--- src/hdl/serial_codec_consts.vh ---
// Constants for the serial codec control block
`ifndef SERIAL_CODEC_CONSTS_VH
`define SERIAL_CODEC_CONSTS_VH
`define CW_START_POS 7
`define CW_DAC_SEL_POS 6
`define CW_ADC_SEL_POS 5
`define CW_INPUT_SEL_POS 4
`define CW_REPEAT_POS 3
`define CW_REF_PWR_POS 2
`define CW_ADC_PWR_POS 1
`define CW_DAC_PWR_POS 0
`define CW_RESET 8'h00
`define DAC_CODE_RESET 8'h00
`define CLK_PERIOD_PS 4000
`define CONV_TIME_NS 36000
`define CONV_CYCLES ((`CONV_TIME_NS * 1000) / `CLK_PERIOD_PS)
`define SAR_STEP_CYCLES (`CONV_CYCLES / 8)
`define RESULT_FIFO_DEPTH 4
`endif

--- src/hdl/serial_codec_control.v ---
// Serial control logic of an 8-bit ADC plus 8-bit DAC codec
`timescale 1ns/10ps
`default_nettype none
`include "serial_codec_consts.vh"
module serial_codec_control #(
    parameter CONV_CYCLES = `CONV_CYCLES,
    parameter FIFO_DEPTH = `RESULT_FIFO_DEPTH
) (
    input wire ref_clk,
    input wire reset,
    input wire chip_select_n,
    input wire serial_clock,
    input wire serial_in,
    output reg serial_out,
    output reg serial_out_oe_n,
    input wire comparator_high,
    input wire input_negative,
    input wire input_over_reference,
    output reg [7:0] sar_trial_code,
    output reg [7:0] dac_code,
    output reg reference_power,
    output reg adc_power,
    output reg dac_power,
    output reg input_select,
    output reg track_hold_hold,
    output reg converting,
    output wire result_valid,
    input wire result_ready,
    output wire [7:0] result_data
);
    localparam ST_IDLE = 5'b00001;
    localparam ST_CTRL = 5'b00010;
    localparam ST_DAC = 5'b00100;
    localparam ST_CONV = 5'b01000;
    localparam ST_SHIFT = 5'b10000;
    localparam [31:0] STEP_CYCLES = (CONV_CYCLES / 8 < 1) ? 1 : CONV_CYCLES / 8;

    reg [2:0] cs_sync;
    reg [2:0] sck_sync;
    reg [1:0] din_sync;
    wire cs_active;
    wire sck_rise;
    wire sck_fall;
    wire cs_rise;
    wire din_bit;
    assign cs_active = !cs_sync[1];
    assign cs_rise = cs_sync[1] && !cs_sync[2];
    assign sck_rise = sck_sync[1] && !sck_sync[2];
    assign sck_fall = !sck_sync[1] && sck_sync[2];
    assign din_bit = din_sync[1];

    reg [4:0] state;
    reg [7:0] shift_reg;
    reg [2:0] bit_count;
    reg [7:0] control_word;
    reg word_done;
    reg [7:0] dac_input;
    reg [7:0] result_shift;
    reg [3:0] out_count;
    reg [31:0] step_count;
    reg [2:0] sar_bit;
    reg [7:0] sar_result;
    reg sar_done;
    reg fifo_in_valid;
    wire fifo_in_ready;
    wire fifo_out_valid;
    wire [7:0] fifo_out_data;
    reg fifo_pop;

    function [7:0] clamp_code;
        input [7:0] code;
        input neg;
        input over;
        begin
            if (neg) begin
                clamp_code = 8'h00;
            end else if (over) begin
                clamp_code = 8'hFF;
            end else begin
                clamp_code = code;
            end
        end
    endfunction

    always @(posedge ref_clk) begin
        if (reset) begin
            cs_sync <= 3'h7;
            sck_sync <= 3'h0;
            din_sync <= 2'h0;
        end else begin
            cs_sync <= {cs_sync[1:0], chip_select_n};
            sck_sync <= {sck_sync[1:0], serial_clock};
            din_sync <= {din_sync[0], serial_in};
        end
    end

    // Serial front end and sequencing
    always @(posedge ref_clk) begin
        if (reset) begin
            state <= ST_IDLE;
            shift_reg <= 8'h00;
            bit_count <= 3'h0;
            control_word <= `CW_RESET;
            word_done <= 1'b0;
            dac_input <= `DAC_CODE_RESET;
            dac_code <= `DAC_CODE_RESET;
            reference_power <= 1'b0;
            adc_power <= 1'b0;
            dac_power <= 1'b0;
            input_select <= 1'b0;
            track_hold_hold <= 1'b0;
            converting <= 1'b0;
            step_count <= 32'h0;
            sar_bit <= 3'h7;
            sar_trial_code <= 8'h80;
            sar_result <= 8'h00;
            sar_done <= 1'b0;
            fifo_in_valid <= 1'b0;
            fifo_pop <= 1'b0;
            result_shift <= 8'h00;
            out_count <= 4'h0;
            serial_out <= 1'b0;
            serial_out_oe_n <= 1'b1;
        end else begin
            fifo_in_valid <= 1'b0;
            fifo_pop <= 1'b0;
            serial_out_oe_n <= !cs_active;
            if (cs_rise) begin
                bit_count <= 3'h0;
                if (state == ST_CTRL || state == ST_DAC) begin
                    state <= ST_IDLE;
                end
            end
            // Conversion runs on the fabric clock, not the serial clock
            if (converting) begin
                if (step_count == STEP_CYCLES - 1) begin
                    step_count <= 32'h0;
                    sar_trial_code[sar_bit] <= comparator_high;
                    if (sar_bit != 3'h0) begin
                        sar_trial_code[sar_bit - 3'h1] <= 1'b1;
                        sar_bit <= sar_bit - 3'h1;
                    end else begin
                        converting <= 1'b0;
                        track_hold_hold <= 1'b0;
                        sar_done <= 1'b1;
                        sar_result <= clamp_code({sar_trial_code[7:1], comparator_high},
                            input_negative, input_over_reference);
                    end
                end else begin
                    step_count <= step_count + 32'h1;
                end
            end
            if (sar_done && fifo_in_ready) begin
                fifo_in_valid <= 1'b1;
                sar_done <= 1'b0;
            end
            case (state)
            ST_IDLE: begin
                if (cs_active && sck_rise) begin
                    if (din_bit) begin
                        shift_reg <= 8'h01;
                        bit_count <= 3'h1;
                        state <= ST_CTRL;
                    end
                end
            end
            ST_CTRL: begin
                if (cs_active && sck_rise) begin
                    shift_reg <= {shift_reg[6:0], din_bit};
                    bit_count <= bit_count + 3'h1;
                    if (bit_count == 3'h7) begin
                        control_word <= {shift_reg[6:0], din_bit};
                        word_done <= 1'b1;
                        reference_power <= shift_reg[`CW_REF_PWR_POS - 1];
                        adc_power <= shift_reg[`CW_ADC_PWR_POS - 1];
                        dac_power <= din_bit;
                        input_select <= shift_reg[`CW_INPUT_SEL_POS - 1];
                    end
                end else if (word_done && sck_fall) begin
                    word_done <= 1'b0;
                    bit_count <= 3'h0;
                    if (control_word[`CW_ADC_SEL_POS]) begin
                        track_hold_hold <= 1'b1;
                        converting <= 1'b1;
                        step_count <= 32'h0;
                        sar_bit <= 3'h7;
                        sar_trial_code <= 8'h80;
                    end
                    if (control_word[`CW_DAC_SEL_POS]) begin
                        state <= ST_DAC;
                    end else if (control_word[`CW_ADC_SEL_POS]) begin
                        state <= ST_CONV;
                    end else begin
                        state <= ST_IDLE;
                    end
                end
            end
            ST_DAC: begin
                if (cs_active && sck_rise) begin
                    dac_input <= {dac_input[6:0], din_bit};
                    bit_count <= bit_count + 3'h1;
                    if (bit_count == 3'h7) begin
                        dac_code <= {dac_input[6:0], din_bit};
                        if (!control_word[`CW_REPEAT_POS]) begin
                            state <= control_word[`CW_ADC_SEL_POS] ? ST_CONV : ST_IDLE;
                        end
                    end
                end
            end
            ST_CONV: begin
                // Result waits until the conversion is fully done
                if (fifo_out_valid && !converting && !sar_done) begin
                    // MSB stands before the first rise; falls bring the rest
                    serial_out <= fifo_out_data[7];
                    result_shift <= {fifo_out_data[6:0], 1'b0};
                    fifo_pop <= 1'b1;
                    out_count <= 4'h0;
                    state <= ST_SHIFT;
                end
            end
            ST_SHIFT: begin
                if (cs_active && sck_fall) begin
                    serial_out <= result_shift[7];
                    result_shift <= {result_shift[6:0], 1'b0};
                    out_count <= out_count + 4'h1;
                    if (out_count == 4'h7) begin
                        if (control_word[`CW_REPEAT_POS]) begin
                            track_hold_hold <= 1'b1;
                            converting <= 1'b1;
                            step_count <= 32'h0;
                            sar_bit <= 3'h7;
                            sar_trial_code <= 8'h80;
                            state <= ST_CONV;
                        end else begin
                            state <= ST_IDLE;
                        end
                    end
                end else if (cs_active && sck_rise && control_word[`CW_REPEAT_POS] && din_bit
                    && out_count == 4'h0) begin
                    // A new start bit reconfigures in continuous mode
                    shift_reg <= 8'h01;
                    bit_count <= 3'h1;
                    state <= ST_CTRL;
                end
            end
            default: state <= ST_IDLE;
            endcase
        end
    end

    result_fifo #(
        .WIDTH(8),
        .DEPTH(FIFO_DEPTH),
        .AW(2)
    ) u_result_fifo (
        .ref_clk(ref_clk),
        .reset(reset),
        .in_valid(fifo_in_valid),
        .in_ready(fifo_in_ready),
        .in_data(sar_result),
        .out_valid(fifo_out_valid),
        .out_ready(fifo_pop || result_ready),
        .out_data(fifo_out_data)
    );
    assign result_valid = fifo_out_valid;
    assign result_data = fifo_out_data;
endmodule
`default_nettype wire

--- src/hdl/result_fifo.v ---
// Small flip-flop FIFO with valid/ready on both sides
`timescale 1ns/10ps
`default_nettype none
module result_fifo #(
    parameter WIDTH = 8,
    parameter DEPTH = 4,
    parameter AW = 2
) (
    input wire ref_clk,
    input wire reset,
    input wire in_valid,
    output wire in_ready,
    input wire [WIDTH-1:0] in_data,
    output wire out_valid,
    input wire out_ready,
    output wire [WIDTH-1:0] out_data
);
    reg [WIDTH-1:0] mem [0:DEPTH-1];
    reg [AW-1:0] wr_ptr;
    reg [AW-1:0] rd_ptr;
    reg [AW:0] count;
    wire push;
    wire pop;
    assign in_ready = (count != DEPTH[AW:0]);
    assign out_valid = (count != {(AW+1){1'b0}});
    assign out_data = mem[rd_ptr];
    assign push = in_valid && in_ready;
    assign pop = out_valid && out_ready;
    always @(posedge ref_clk) begin
        if (reset) begin
            wr_ptr <= {AW{1'b0}};
            rd_ptr <= {AW{1'b0}};
            count <= {(AW+1){1'b0}};
        end else begin
            if (push) begin
                mem[wr_ptr] <= in_data;
                wr_ptr <= (wr_ptr == DEPTH[AW-1:0] - 1'b1) ? {AW{1'b0}} : wr_ptr + 1'b1;
            end
            if (pop) begin
                rd_ptr <= (rd_ptr == DEPTH[AW-1:0] - 1'b1) ? {AW{1'b0}} : rd_ptr + 1'b1;
            end
            if (push && !pop) begin
                count <= count + 1'b1;
            end else if (pop && !push) begin
                count <= count - 1'b1;
            end
        end
    end
endmodule
`default_nettype wire

--- config.mk ---
export PLATFORM = sky130hd
export DESIGN_NAME = serial_codec_control
export DESIGN_NICKNAME = d
export VERILOG_FILES = /design/src/hdl/serial_codec_control.v /design/src/hdl/result_fifo.v
export VERILOG_INCLUDE_DIRS = /design/src /design/src/hdl
export SDC_FILE = /design/constraint.sdc
export NUM_CORES = 1
export LEC_CHECK = 0
export ABC_AREA = 0
export BUFFER_PORTS_ARGS = -buffer_cell sky130_fd_sc_hd__buf_4
export CAP_MARGIN = 20
export CORE_AREA = 8 8 141 143
export DETAILED_ROUTE_END_ITERATION = 7
export DIE_AREA = 0 0 149 151
export MAX_ROUTING_LAYER = met4
export PLACE_DENSITY = 0.52
export SYNTH_ARGS = -nofsm -noshare
export SYNTH_HDL_FRONTEND = slang
export SYNTH_HIERARCHICAL = 1
export SYNTH_SLANG_ARGS = --single-unit
--- constraint.sdc ---
create_clock -name ref_clk -period 5.4 [get_ports ref_clk]
set_input_delay 1.08 -clock ref_clk [delete_from_list [all_inputs] [get_ports ref_clk]]
set_output_delay 1.08 -clock ref_clk [all_outputs]
set_load 0.005 [all_outputs]
==> out/metrics.cfg <==
[run_status]
outcome = finished, final reports clean

[routing]
wire_per_inst_um = 15.41
dr.pass1.iters = 5
vias = 5277
drt_wl_total_um = 15320
drc_errors = 0
via_per_inst = 5.309
ant_nets = 0
dr.first_iter.drc_count = 301

[logic_synthesis]
synth-seq-cells = 154
synth.yosys.seq_area_share = 0.4932
syn_area_per_cell_um2 = 9.531
postSynthCellCount = 724
synth-edff-count = 32
synth_top_flop_cell = dfxtp_1
synth_fp_nets = 748
synth_area_um2 = 6900
ys_types = 71
yosysWarnings = 6
synthArstFlopShare = 0

[min_path]
hold_path.class = flop to flop
hold_start = cs_sync[0]

[cts]
cts-root-buf = clkbuf_16
clk_latency_ns = 0.42
clock_sinks = 154
post_cts_resized = 0
cts_max_level = 4
cts_hold_buf = 0
path_clk_slew_ns = 0.06
cts_buffer_depth = 2
cts_tree = yes
cts_buffers = 17
post_cts_buffers = 0

[layout]
area_delta_synth_final_pct = 14.63
final_cell_mix = dfxtp_1, nor2_1, nand2_1
drive_above_1_share = 0.1399
final_common_cell = dfxtp_1
antenna_cells = 0
final_nets = 776
regArea_um2 = 3403
reg_top3 = step_count (32), u_result_fifo/mem (32)
multi_input_area_um2 = 3263
final_cells = 994
fillers = 1674

[placement]
placedCellCount = 958
hpwlAfterDp_um = 10760
io_buffer_count = 41
gp_congestion = 0.8984

[power]
power_mw = 2.498
ir_worst_vdd_uv = 216.9
power.leakage_nw = 2.907
powerDensity_nw_per_um2 = 315.8

[critical_path]
required_ns = 4.32
slowest_delay_ns = 0.67
rr_startpoint = state[2]
start_kind = flop
path_class = flop to output port
arrival_ns = 1.87
end_kind = output port
crit_path_max_fanout = 8
r2r_slack_ns = 2.74
cpMaxStageDelayCell = dfxtp_1
path_cells = mux4_2 > buf_4

[timing]
hold_violations = 0
fin_tns_setup_ns = 0
max_slew_margin = 0.3521
finalSetupViolations = 0
worst_pin_slew_ns = 0.9654
fin_skew_ns = 0.01064
rsz0062_at_grt = false
fin_crit_ns = 2.952
finalCritPeriodShare = 0.5466
fmax_mhz = 338.8
slew_violations = 0

[floorplanning]
io_pins = 42
rows = 49
coreArea_um2 = 17660
start_util = 0.3908
die-area_um2 = 22500
die_y_um = 151
die_w_um = 149

[grt]
grt.overflow.total = 0
antenna_found_initial = 0
grt_usage = 0.1448
grt_pass1_vias = 5134
grt_pass1_wl_um = 25470
grt_max_degree = 82

[run]
max_cap_violations = 0

cells by family after synthesis:
logic type	after synthesis	synth area share
AO/OA/AOI/OAI	124	0.1157
flip-flops	154	0.4932
XOR/XNOR	32	0.04062
AND/OR/NAND/NOR	313	0.2308
adder cells (fa/ha/maj)	15	0.02829
buffers and inverters	57	0.03481
multiplexers	29	0.05657
path summary, 6_finish.rpt:
kind | to | depth (start not counted)
setup / recovery | result_data[7] | 2
hold / removal | cs_sync[1] | 1
setup reg to reg | bit_count[2] | 5
hold reg to reg | cs_sync[1] | 1
synthesized netlist by cell type, drive strengths merged, types with 9 or more instances:
cell type	count	share of area
nand3	35	0.025
ha	14	0.025
buf	16	0.013
xor2	22	0.028
clkbuf	23	0.013
nor2b	12	0.011
or3	11	0.010
nor3	17	0.013
dfxtp	122	0.35
nor4	9	0.010
xnor2	10	0.013
a21oi	44	0.032
o31ai	10	0.012
nor3b	10	0.012
edfxtp	32	0.14
mux2i	21	0.030
o21ai	28	0.020
nor2	95	0.052
inv	18	0.0098
nand4	18	0.016
nand2	66	0.036
per-layer routing:
layer / track usage / up-vias / wire (um)
li1: - / 2657 / -
met1: 0.1798 / 2507 / 7431
met2: 0.2229 / 90 / 7032
met3: 0.03496 / 23 / 598
met4: 0.05957 / 0 / 257
met5: - / - / 0
power breakdown:
part	switching (mW)	leakage, nW	internal [mW]	total, mW
Combinational	0.0871	1.30	0.0879	0.175
Clock	0.463	0.254	0.628	1.09
Sequential	0.0406	1.35	1.19	1.23
cell type report:
class                   instances  area share
clock buffers                  19     0.05473
clock inverters                13     0.01345
inverters                      18    0.008542
multi-input cells             513      0.4125
flip-flops and latches        154      0.4302
well taps                     229     0.03622
repair buffers                 48     0.04429
through the flow:
step,hold WS (ns),utilization,setup slack [ns],area [um^2]
2_1_floorplan,0.3895,-,2.651,6900
3_3_place_gp,0.4064,0.4159,2.498,7343
3_5_place_dp,0.4018,0.4163,2.398,7351
4_1_cts,0.4215,0.4469,2.388,7890
5_1_grt,0.4553,0.4480,2.335,7910
6_report,0.4156,0.4480,2.448,7910
worst max-delay path, delay by kind of cell (launching register included):
family / cells / cell delay (ns)
DFF: 1 / 0.67
buffers and inverters: 1 / 0.16
muxes: 1 / 0.62
Power figures use the tool's default switching activity.
